## config.mk

```make
export PLATFORM = sky130hd
export DESIGN_NAME = timer_ch34_break
export DESIGN_NICKNAME = d
export VERILOG_FILES = /design/src/pkg/timer_ch34_pkg.sv /design/src/rtl/ch34_value_unit.sv /design/src/rtl/timer_ch34_break.sv
export VERILOG_INCLUDE_DIRS = /design/src /design/src/pkg
export SDC_FILE = /design/constraint.sdc
export NUM_CORES = 1
export LEC_CHECK = 0
export BUFFER_PORTS_ARGS = -buffer_cell sky130_fd_sc_hd__buf_2
export CORE_ASPECT_RATIO = 0.8
export CORE_UTILIZATION = 25
export CTS_BUF_LIST = sky130_fd_sc_hd__clkbuf_4
export CTS_CLUSTER_DIAMETER = 50
export CTS_CLUSTER_SIZE = 20
export DETAILED_ROUTE_END_ITERATION = 7
export SYNTH_ARGS = -nofsm -noshare
export SYNTH_HDL_FRONTEND = slang
export SYNTH_SLANG_ARGS = --single-unit
```

## constraint.sdc

```tcl
create_clock -name clk_i -period 1.8 [get_ports clk_i]
set_input_delay 0.18 -clock clk_i [delete_from_list [all_inputs] [get_ports clk_i]]
set_output_delay 0.18 -clock clk_i [all_outputs]
set_load 0.02 [all_outputs]
```

## src/pkg/timer_ch34_cfg.svh

```systemverilog
`ifndef TIMER_CH34_CFG_SVH
`define TIMER_CH34_CFG_SVH
// Purpose: offsets, field positions and reset values of the block
// Assumes: byte addresses on a classic 32-bit bus, data in bits 15:0
// Notes:   field positions follow the break and dead-time layout
//
// Function
// - output channel drives counter compare result
// - no preload writes active, else at update
// - input channel holds last captured counter
// - value registers read-only in input mode
// - active break clears main output enable
// - main enable gates compare and complementary outputs
// - auto enable sets main enable at update
// - polarity bit selects active break level
// - break enable gates pin and clock failure
// - polarity and enable act one cycle late
// - run off-state keeps inactive outputs enabled
// - no complementary outputs, no run off-state bit
// - lock level writable once until reset
// - idle off-state applies while main enable low
// - dead time decoded from dead-time setting

`define ADR_CH3      8'h3c
`define ADR_CH4      8'h40
`define ADR_BKDT     8'h44

`define BK_MOE       15
`define BK_AOE       14
`define BK_POL       13
`define BK_EN        12
`define BK_RUN_OFFSTATE_SEL      11
`define BK_IDLE_OFFSTATE_SEL      10
`define BK_LCK_HI    9
`define BK_LCK_LO    8
`define BK_DT_HI     7
`define BK_DT_LO     0

`define CH_RESET     16'h0000
`define BKDT_RESET   16'h0000

`endif

```

## src/pkg/timer_ch34_pkg.sv

```systemverilog
// Purpose: types shared by the channel 3/4 and break block
// Assumes: nothing beyond the cfg header
// Notes:   register image matches the 16-bit register layout
package timer_ch34_pkg;

    typedef struct packed {
        logic       moe;
        logic       aoe;
        logic       pol;
        logic       brk_en;
        logic       run_offstate_sel;
        logic       idle_offstate_sel;
        logic [1:0] lock_level;
        logic [7:0] deadtime_setting;
    } bkdt_t;

    typedef struct packed {
        logic        is_input;
        logic        preload;
        logic        update;
        logic        capture;
        logic        wr;
        logic [15:0] wdata;
        logic [15:0] cnt;
    } chan_in_t;

    typedef struct packed {
        logic [15:0] value;
        logic [15:0] active;
        logic        cmp;
    } chan_st_t;

    typedef struct packed {
        bkdt_t       bk;
        logic        pol_eff;
        logic        en_eff;
        logic        lock_done;
        logic        ack;
        logic [31:0] rdat;
        logic [1:0]  oc;
        logic [1:0]  oc_en;
        logic [1:0]  ocn_en;
        logic        break_pin;
        logic [9:0]  dt_ticks;
    } top_st_t;

endpackage : timer_ch34_pkg

```

## src/rtl/ch34_value_unit.sv

```systemverilog
// Purpose: value register, active compare and capture of one channel
// Assumes: write strobe already decoded and lane-merged
// Notes:   compare result is high while counter is below active value
`include "timer_ch34_cfg.svh"
module ch34_value_unit
    import timer_ch34_pkg::*;
(
    // clock and reset
    input  wire logic        clk_i,
    input  wire logic        rst_i,
    // channel controls
    input  wire chan_in_t    ctl_i,
    // results
    output logic [15:0]      value_o,
    output logic             cmp_o
);

    chan_st_t st_q;
    chan_st_t st_d;

    always_comb begin
        st_d = st_q;
        if (ctl_i.is_input) begin
            if (ctl_i.capture) begin
                st_d.value = ctl_i.cnt;
            end
        end else if (ctl_i.wr) begin
            st_d.value = ctl_i.wdata;
            if (!ctl_i.preload) begin
                st_d.active = ctl_i.wdata;
            end
        end
        if (!ctl_i.is_input && ctl_i.preload && ctl_i.update) begin
            st_d.active = st_d.value;
        end
        st_d.cmp = !ctl_i.is_input && (ctl_i.cnt < st_q.active);
    end

    always_ff @(posedge clk_i) begin
        if (rst_i) begin
            st_q <= '{value: `CH_RESET, active: `CH_RESET, cmp: 1'b0};
        end else begin
            st_q <= st_d;
        end
    end

    assign value_o = st_q.value;
    assign cmp_o   = st_q.cmp;
endmodule : ch34_value_unit

```

## src/rtl/timer_ch34_break.sv

```systemverilog
// Purpose: channel 3/4 value registers and break/dead-time control
// Assumes: counter, update, mode and enable bits come from the timer core
// Notes:   break acts at the next clock edge; outputs are registered
//
// Register access over Wishbone is this design's own decision.
`include "timer_ch34_cfg.svh"
module timer_ch34_break
    import timer_ch34_pkg::*;
#(
    parameter bit HAS_COMPL = 1'b1
)(
    // clock and reset
    input  wire logic        clk_i,
    input  wire logic        rst_i,
    // wishbone slave
    input  wire logic        wb_cyc_i,
    input  wire logic        wb_stb_i,
    input  wire logic        wb_we_i,
    input  wire logic [7:0]  wb_adr_i,
    input  wire logic [3:0]  wb_sel_i,
    input  wire logic [31:0] wb_dat_i,
    output logic [31:0]      wb_dat_o,
    output logic             wb_ack_o,
    // timer core
    input  wire logic [15:0] timer_counter_value_i,
    input  wire logic        update_evt_i,
    input  wire logic [1:0]  ch_is_input_i,
    input  wire logic [1:0]  ch_preload_en_i,
    input  wire logic [1:0]  ch_capture_event_i,
    input  wire logic [1:0]  channel_out_en_i,
    input  wire logic [1:0]  channel_compl_out_en_i,
    // break sources
    input  wire logic        break_pin_i,
    input  wire logic        clock_security_fail_i,
    // power stage
    output logic [1:0]       ch_compare_out_o,
    output logic [1:0]       out_en_o,
    output logic [1:0]       compl_out_en_o,
    output logic             main_output_en_o,
    output logic             break_active_o,
    output logic [9:0]       deadtime_ticks_o
);

    top_st_t     st_q;
    top_st_t     st_d;
    chan_in_t    ch_ctl [2];
    logic [15:0] ch_value [2];
    logic [1:0]  ch_cmp;

    logic        access;
    logic        wr;
    logic        wr_lo;
    logic        wr_hi;
    logic        sel_ch3;
    logic        sel_ch4;
    logic        sel_bk;
    logic        brk_raw;
    logic        bk_wr_hi;
    logic        bk_wr_lo;
    logic        ce;
    logic        cn;
    logic        off_en;
    logic [15:0] wmerge [2];

    assign access  = wb_cyc_i && wb_stb_i && !st_q.ack;
    assign wr      = access && wb_we_i;
    assign wr_lo   = wr && wb_sel_i[0];
    assign wr_hi   = wr && wb_sel_i[1];
    assign sel_ch3 = (wb_adr_i == `ADR_CH3);
    assign sel_ch4 = (wb_adr_i == `ADR_CH4);
    assign sel_bk  = (wb_adr_i == `ADR_BKDT);
    assign bk_wr_hi = wr_hi && sel_bk;
    assign bk_wr_lo = wr_lo && sel_bk;

    // polarity 0 means low level active; clock failure needs no polarity
    assign brk_raw = st_q.en_eff &&
        ((break_pin_i == st_q.pol_eff) || clock_security_fail_i);

    // byte-lane merge into the current value image
    generate
        for (genvar i = 0; i < 2; i++) begin : g_ch
            assign wmerge[i] = {
                wb_sel_i[1] ? wb_dat_i[15:8] : ch_value[i][15:8],
                wb_sel_i[0] ? wb_dat_i[7:0]  : ch_value[i][7:0]};
            assign ch_ctl[i] = '{
                is_input: ch_is_input_i[i],
                preload:  ch_preload_en_i[i],
                update:   update_evt_i,
                capture:  ch_capture_event_i[i],
                wr:       wr && (wb_sel_i[1:0] != 2'b00) &&
                          (i == 0 ? sel_ch3 : sel_ch4),
                wdata:    wmerge[i],
                cnt:      timer_counter_value_i};
            ch34_value_unit u_unit (
                .clk_i   (clk_i),
                .rst_i   (rst_i),
                .ctl_i   (ch_ctl[i]),
                .value_o (ch_value[i]),
                .cmp_o   (ch_cmp[i])
            );
        end
    endgenerate

    always_comb begin
        st_d = st_q;
        ce   = 1'b0;
        cn   = 1'b0;
        off_en = 1'b0;

        // bus answer: one-cycle ack, unmapped reads give zero
        st_d.ack = access;
        if (access && !wb_we_i) begin
            if (sel_ch3) begin
                st_d.rdat = {16'h0000, ch_value[0]};
            end else if (sel_ch4) begin
                st_d.rdat = {16'h0000, ch_value[1]};
            end else if (sel_bk) begin
                st_d.rdat = {16'h0000, st_q.bk};
            end else begin
                st_d.rdat = 32'h0000_0000;
            end
        end

        // low byte: dead-time setting, protected from lock level 1
        if (bk_wr_lo && st_q.bk.lock_level == 2'b00) begin
            st_d.bk.deadtime_setting = wb_dat_i[`BK_DT_HI:`BK_DT_LO];
        end

        // high byte: protected fields by lock level
        if (bk_wr_hi) begin
            if (st_q.bk.lock_level == 2'b00) begin
                st_d.bk.aoe    = wb_dat_i[`BK_AOE];
                st_d.bk.pol    = wb_dat_i[`BK_POL];
                st_d.bk.brk_en = wb_dat_i[`BK_EN];
            end
            if (st_q.bk.lock_level < 2'b10) begin
                st_d.bk.run_offstate_sel = HAS_COMPL && wb_dat_i[`BK_RUN_OFFSTATE_SEL];
                st_d.bk.idle_offstate_sel = wb_dat_i[`BK_IDLE_OFFSTATE_SEL];
            end
            if (!st_q.lock_done) begin
                st_d.bk.lock_level = wb_dat_i[`BK_LCK_HI:`BK_LCK_LO];
                st_d.lock_done     = 1'b1;
            end
            st_d.bk.moe = wb_dat_i[`BK_MOE];
        end

        // automatic re-enable at update, break wins over any set
        if (st_q.bk.aoe && update_evt_i && !brk_raw) begin
            st_d.bk.moe = 1'b1;
        end
        if (brk_raw) begin
            st_d.bk.moe = 1'b0;
        end
        st_d.break_pin = brk_raw;

        // new polarity and enable reach the break path one cycle later
        st_d.pol_eff = st_q.bk.pol;
        st_d.en_eff  = st_q.bk.brk_en;

        // per-channel output gating
        for (int i = 0; i < 2; i++) begin
            ce = channel_out_en_i[i];
            cn = channel_compl_out_en_i[i] && HAS_COMPL;
            off_en = ce || cn;
            if (ch_is_input_i[i]) begin
                st_d.oc_en[i]  = 1'b0;
                st_d.ocn_en[i] = 1'b0;
                st_d.oc[i]     = 1'b0;
            end else if (st_d.bk.moe) begin
                st_d.oc_en[i]  = ce || (st_d.bk.run_offstate_sel && off_en);
                st_d.ocn_en[i] = cn || (st_d.bk.run_offstate_sel && off_en);
                st_d.oc[i]     = ce && ch_cmp[i];
            end else begin
                st_d.oc_en[i]  = st_d.bk.idle_offstate_sel && off_en;
                st_d.ocn_en[i] = st_d.bk.idle_offstate_sel && cn;
                st_d.oc[i]     = 1'b0;
            end
        end

        // dead time in units of the dead-time tick
        casez (st_q.bk.deadtime_setting[7:5])
            3'b0??: st_d.dt_ticks = {2'b00, st_q.bk.deadtime_setting};
            3'b10?: st_d.dt_ticks = {2'b00, 1'b1,
                        st_q.bk.deadtime_setting[5:0], 1'b0};
            3'b110: st_d.dt_ticks = {2'b01,
                        st_q.bk.deadtime_setting[4:0], 3'b000};
            default: st_d.dt_ticks = {1'b1,
                        st_q.bk.deadtime_setting[4:0], 4'h0};
        endcase
    end

    always_ff @(posedge clk_i) begin
        if (rst_i) begin
            st_q <= '{bk: `BKDT_RESET, pol_eff: 1'b0, en_eff: 1'b0,
                      lock_done: 1'b0, ack: 1'b0, rdat: 32'h0000_0000,
                      oc: 2'b00, oc_en: 2'b00, ocn_en: 2'b00,
                      break_pin: 1'b0, dt_ticks: 10'h000};
        end else begin
            st_q <= st_d;
        end
    end

    assign wb_ack_o         = st_q.ack;
    assign wb_dat_o         = st_q.rdat;
    assign ch_compare_out_o = st_q.oc;
    assign out_en_o         = st_q.oc_en;
    assign compl_out_en_o   = st_q.ocn_en;
    assign main_output_en_o = st_q.bk.moe;
    assign break_active_o   = st_q.break_pin;
    assign deadtime_ticks_o = st_q.dt_ticks;
endmodule : timer_ch34_break

```

==> results.json, run 1 <==
{
  "synth_edf_count": 0,
  "worstPathRequired_ps": 2230,
  "critical_path_arrival_ps": 2230,
  "critPathMaxFanout": 5,
  "placeableCoreArea_um2": 26400,
  "cp_cell_sequence": "and4b_2 > and4_4 > clkbuf_16 > mux2_4 > nor2_4 > a211oi_2",
  "grt_use_total": 0.148,
  "hold_violations": 0,
  "avgViaCountPerCell": 4.80,
  "final_antenna_net_count": 0,
  "stdcell_area_um2": 8580,
  "critPathKind": "reg -> reg",
  "yosysWarnings": 0,
  "p_leak_nw": 3.53,
  "combPwrFrac": 0.171,
  "finalClockSkew_ps": 17.7,
  "die_w_um": 186,
  "switching_share": 0.300,
  "intPower_mw": 4.18,
  "dieArea_um2": 27600,
  "core.rowCount": 53,
  "fmax_mhz": 556,
  "vias": 6015,
  "p_per_area_nw_per_um2": 695,
  "mostFrequentLayoutCell": "dfxtp_1",
  "drt_iter0_drc": 446,
  "start_util": 0.256,
  "period_needed_ps": 1800,
  "crit_buf_inv": 1,
  "period_share": 0.999,
  "ys_types": 57,
  "switching_power_mw": 1.79,
  "drive_gt1_frac": 0.297,
  "area_growth_pct": 27.2,
  "avgSynthCellArea_um2": 8.86,
  "ys.flop_type": "dfxtp_1",
  "timing.critical_path.max_delay_family": "simple AND/OR/NAND/NOR gates",
  "max_stage_delay_ps": 370,
  "clk_latency_ps": 540,
  "synthCells": 761,
  "ys_ff_latch": 119,
  "die_h_um": 149,
  "dp_hpwl_um": 15400,
  "status": "complete, no violations",
  "tightest_slew_ps": 520,
  "grt-ovfl-total": 0,
  "drt_first_pass_iters": 5,
  "synth_area_um2": 6740,
  "setup_violations": 0,
  "max-slew-margin-rel": 0.653,
  "peakVddDrop_v": 0.000339,
  "power.share.clock": 0.353,
  "post_dp_cell_area_um2": 7700,
  "synthArstFlopShare": 0,
  "grt_pass1_wl_um": 31400,
  "clock-sinks": 119,
  "cts_tree": "done",
  "cp_slowest_cell": "and4b_2",
  "fin_nets": 987,
  "wl_per_cell_um": 16.7,
  "seq_area_frac_synth": 0.353,
  "hold_class": "in -> reg",
  "clk_path_buf_depth": 2,
  "startpoint_type": "flop",
  "maxCapViolCount": 0,
  "io_buffers": 94,
  "route.detailed.drc": 0,
  "cts_made_buffers": 17,
  "io_pins": 129,
  "mostFrequentLayoutCells": "dfxtp_1, buf_2, nor2_1, mux2i_1, buf_4",
  "cts_root_buffer": "clkbuf_4",
  "pwr-share-seq": 0.476,
  "gp_congestion": 0.839,
  "routed_wl_um": 20900,
  "crit_path_end_kind": "flop",
  "path_clk_slew_ps": 110,
  "cts_htree_levels": 4,
  "finalMaxSlewViolations": 0,
  "antenna_found_initial": 5,
  "first_global_vias": 5463,
  "worst_hold_slack_ps": 43.8,
  "grt_max_degree": 51,
  "rsz0062_at_grt": "yes"
}
==> layout make-up <==
cell class | instances | area [um^2]
fillers | 2797 | 17800
well taps | 357 | 447
diodes | 3 | 7.51
flip-flops and latches | 119 | 2380
clock inverters | 14 | 178
inverters | 38 | 143
repair buffers | 182 | 1340
multi-input cells | 521 | 3940
clock buffers | 18 | 135
==> cell families after synthesis <==
kind of cell / share of synthesized area
muxes: 0.137
DFF: 0.353
AOI/OAI and AO/OA: 0.185
buffers and inverters: 0.104
other: 0.000556
and+or+nand+nor: 0.163
adders and majority gates: 0.0557
xor gates and xnor gates: 0.00130
==> metal layers <==
metal | share of wire | vias up | GRT usage
li1 | - | 2963 | -
met1 | 0.49 | 2866 | 0.211
met2 | 0.44 | 160 | 0.219
met3 | 0.062 | 24 | 0.0334
met4 | 0.016 | 2 | 0.0447
met5 | 0.00038 | - | 0
==> power by group through the flow <==
stage               sequential [mW]  combinational, mW  clock, mW
finish                         2.84               1.02       2.11
global route                   2.85               1.11       2.29
CTS                            2.83              0.964       2.15
detailed placement             2.89              0.911          0
global placement               2.89              0.895          0
floorplan                      2.85              0.624          0
==> worst reg2reg max path: stages (launching register included) <==
cell       delay [ps]
dfxtp_2           340
and4b_2           370
and4_4            330
clkbuf_16         180
mux2_4            330
nor2_4            110
a211oi_2           40
==> Yosys cell counts (7+ instances only) <==
library cell  count  share of area
a311oi_1         16          0.021
ha_1             30          0.056
buf_4            49          0.055
nand2_1          27          0.015
mux2i_1          65          0.096
a221oi_1         17          0.022
nand3_1           7         0.0052
o21ai_0          10         0.0074
a211oi_1         26          0.029
dfxtp_1         119           0.35
nor2_1          101          0.056
nand2b_1          7         0.0065
nand4_1           7         0.0065
a21o_1           24          0.027
clkbuf_1         39          0.022
a22oi_1          12          0.013
nor4_1           25          0.023
inv_1            38          0.021
nand3b_1          9          0.010
a21oi_1          35          0.026
mux2_2           23          0.038
==> worst paths after layout <==
kind	startpoint	end	slack, ps	cells after the start
worst max-delay path	wb_ack_o	g_ch[1].u_unit.value_o[11]	2	6
worst min-delay path	wb_dat_i[15]	g_ch[0].u_unit.value_o[15]	40	3
worst min register to register	g_ch[0].u_unit.cmp_o	ch_compare_out_o[0]	430	2
worst max register to register	wb_ack_o	g_ch[1].u_unit.value_o[11]	2	6
==> stage by stage <==
stage                util  total power [mW]  instances  worst slack, ps  TNS [ps]
finish              0.325              5.96       1252             1.60         0
detailed placement  0.292              3.80       1185             -269    -13830
floorplan               -              3.48        776           -0.237    -0.237
CTS                 0.314              5.95       1245             3.28         0
global placement    0.292              3.79       1185             -261    -12590
global route        0.325              6.26       1251            -54.5      -792
==> repair_timing <==
action,4_1_cts,5_1_grt
pin swaps,5,17
gates resized for setup,1,56
buffers inserted,1,1
cloned,0,3
hold buffers,27,0
endpoints found under the setup margin,4,51
endpoints found under the hold margin,35,0
==> sequential cells by signal (all words and copies together) (netlist names) <==
| register | cells |
|---|---|
| g_ch.u_unit.st_q | 32 |
| main_output_en_o | 1 |
| wb_dat_o | 16 |
| out_en_o | 2 |
| g_ch.u_unit.value_o | 32 |
| g_ch.u_unit.cmp_o | 2 |
| compl_out_en_o | 2 |
| deadtime_ticks_o | 10 |
| st_d | 2 |
| st_q | 16 |
| break_active_o | 1 |
| ch_compare_out_o | 2 |
| wb_ack_o | 1 |
(Power assumes the default switching activity.)
==> run 2: changes to the inputs <==
--- a/config.mk
+++ b/config.mk
@@ -9,7 +9,7 @@
 export BUFFER_PORTS_ARGS = -buffer_cell sky130_fd_sc_hd__buf_2
 export CORE_ASPECT_RATIO = 0.8
 export CORE_UTILIZATION = 25
-export CTS_BUF_LIST = sky130_fd_sc_hd__clkbuf_4
+export CTS_BUF_LIST = sky130_fd_sc_hd__clkbuf_8
 export CTS_CLUSTER_DIAMETER = 50
 export CTS_CLUSTER_SIZE = 20
 export DETAILED_ROUTE_END_ITERATION = 7
==> run 2 against run 1 <==
Critical endpoint is now g_ch[1].u_unit.st_q[13]. Critical path type unchanged. Largest cell class unchanged. Core utilization is 1.2 points lower. Total power increased by 6.5%. Setup slack better by 22 ps.
==> results.json, run 2 (same netlist as run 1, synthesis figures left out) <==
{
  "start_util": 0.256,
  "tightest_slew_ps": 519,
  "maxCapViolCount": 0,
  "path_clk_slew_ps": 80,
  "setup_tns_ps": 0,
  "antenna_found_initial": 4,
  "mostFrequentLayoutCells": "dfxtp_1, nor2_1, buf_2, mux2i_1, buf_4",
  "core.rowCount": 53,
  "max_stage_delay_ps": 360,
  "routed_wl_um": 20400,
  "stdcell_count": 1228,
  "p_leak_nw": 3.43,
  "die_w_um": 186,
  "period_share": 0.987,
  "grt_use_total": 0.148,
  "placedCellCount": 1185,
  "cts_htree_levels": 4,
  "cp_slowest_cell": "mux2_2",
  "gp_congestion": 0.839,
  "power.total_mw": 6.35,
  "startpoint_type": "flop",
  "startpoint": "wb_ack_o",
  "hold_path_startpoint": "wb_dat_i[7]",
  "grt-ovfl-total": 0,
  "critPathMaxFanout": 20,
  "cp_cell_sequence": "and4b_2 > and4_1 > buf_12 > mux2_2 > nor2_1 > nor4_2",
  "die_h_um": 149,
  "pre_cts_slack_ps": -269,
  "status": "complete, no violations",
  "clk_latency_ps": 460,
  "dieArea_um2": 27600,
  "drt_first_pass_iters": 5,
  "peakVddDrop_v": 0.000472,
  "vias": 5914,
  "crit_path_end_kind": "flop",
  "fin_nets": 965,
  "nFillCells": 2819,
  "final_antenna_net_count": 0,
  "drt_iter0_drc": 380,
  "cts_made_buffers": 17,
  "period_needed_ps": 1780,
  "route.detailed.drc": 0,
  "clk_path_buf_depth": 2,
  "critical_path_arrival_ps": 2130,
  "layout_setup_ws_ps": 23.9,
  "clock-sinks": 119,
  "first_global_vias": 5343,
  "finalClockSkew_ps": 9.99,
  "avgViaCountPerCell": 4.82,
  "fmax_mhz": 563,
  "grt_max_degree": 51,
  "reg2reg_from": "wb_ack_o",
  "finalMaxSlewViolations": 0,
  "wl_per_cell_um": 16.6,
  "dp_hpwl_um": 15400,
  "drive_gt1_frac": 0.271,
  "rsz0062_at_grt": "yes",
  "cts_tree": "done",
  "hold_class": "in -> reg",
  "p_per_area_nw_per_um2": 768,
  "area_growth_pct": 22.6,
  "io_pins": 129,
  "critPathKind": "reg -> reg",
  "mostFrequentLayoutCell": "dfxtp_1",
  "setup_violations": 0,
  "placeableCoreArea_um2": 26400,
  "max-slew-margin-rel": 0.653,
  "cts_root_buffer": "clkbuf_8",
  "io_buffers": 94,
  "grt_pass1_wl_um": 31100,
  "fin_util": 0.313,
  "hold_violations": 0,
  "worstPathRequired_ps": 2150
}
-- run 2: final cells by class --
type	instances	area [um^2]	share of cell area
multi-input cells	521	3800	0.459
inverters	38	143	0.0172
diodes	1	2.50	0.000303
clock inverters	15	181	0.0219
well taps	357	447	0.0540
flip-flops and latches	119	2380	0.288
clock buffers	17	234	0.0283
repair buffers	160	1080	0.131
-- run 2: path summary, 6_finish.rpt --
path | end | slack (ps) | depth (start not counted)
max | g_ch[1].u_unit.st_q[13] | 20 | 6
min | st_q[60] | 40 | 3
max reg2reg | g_ch[1].u_unit.st_q[13] | 20 | 6
min reg2reg | ch_compare_out_o[0] | 430 | 2
-- run 2: critical path: cells and delay by family, from the launching register on --
kind          cells  cell delay [ps]
simple gates      4              800
mux               1              360
flops             1              330
buf+inv           1              180
-- run 2: timing repair --
action | 4_1_cts | 5_1_grt
setup buffers | 1 | 1
pin swaps | 5 | 4
endpoints found under the setup margin | 4 | 52
resized for setup | 1 | 12
hold buffers | 8 | 0
endpoints found under the hold margin | 10 | 0
-- run 2: report_power, final --
part           switching (mW)  internal, mW  total (mW)
Clock                    1.20          1.37        2.57
Combinational           0.545         0.402       0.947
Sequential             0.0971          2.74        2.84
Total                    1.84          4.51        6.35
-- run 2: per-layer routing --
metal  track usage  part of all wire  vias up
met5             0           0.00083        -
met4        0.0488             0.018        4
met3        0.0364             0.063       28
met2         0.217              0.42      165
met1         0.209              0.50     2786
li1              -                 -     2931
-- run 2: metrics by stage --
stage	hold WS, ps	instance area [um^2]
2_1_floorplan	318	6830
3_3_place_gp	432	7700
3_5_place_dp	418	7700
4_1_cts	11.7	8200
5_1_grt	41.3	8270
6_report	36.3	8270
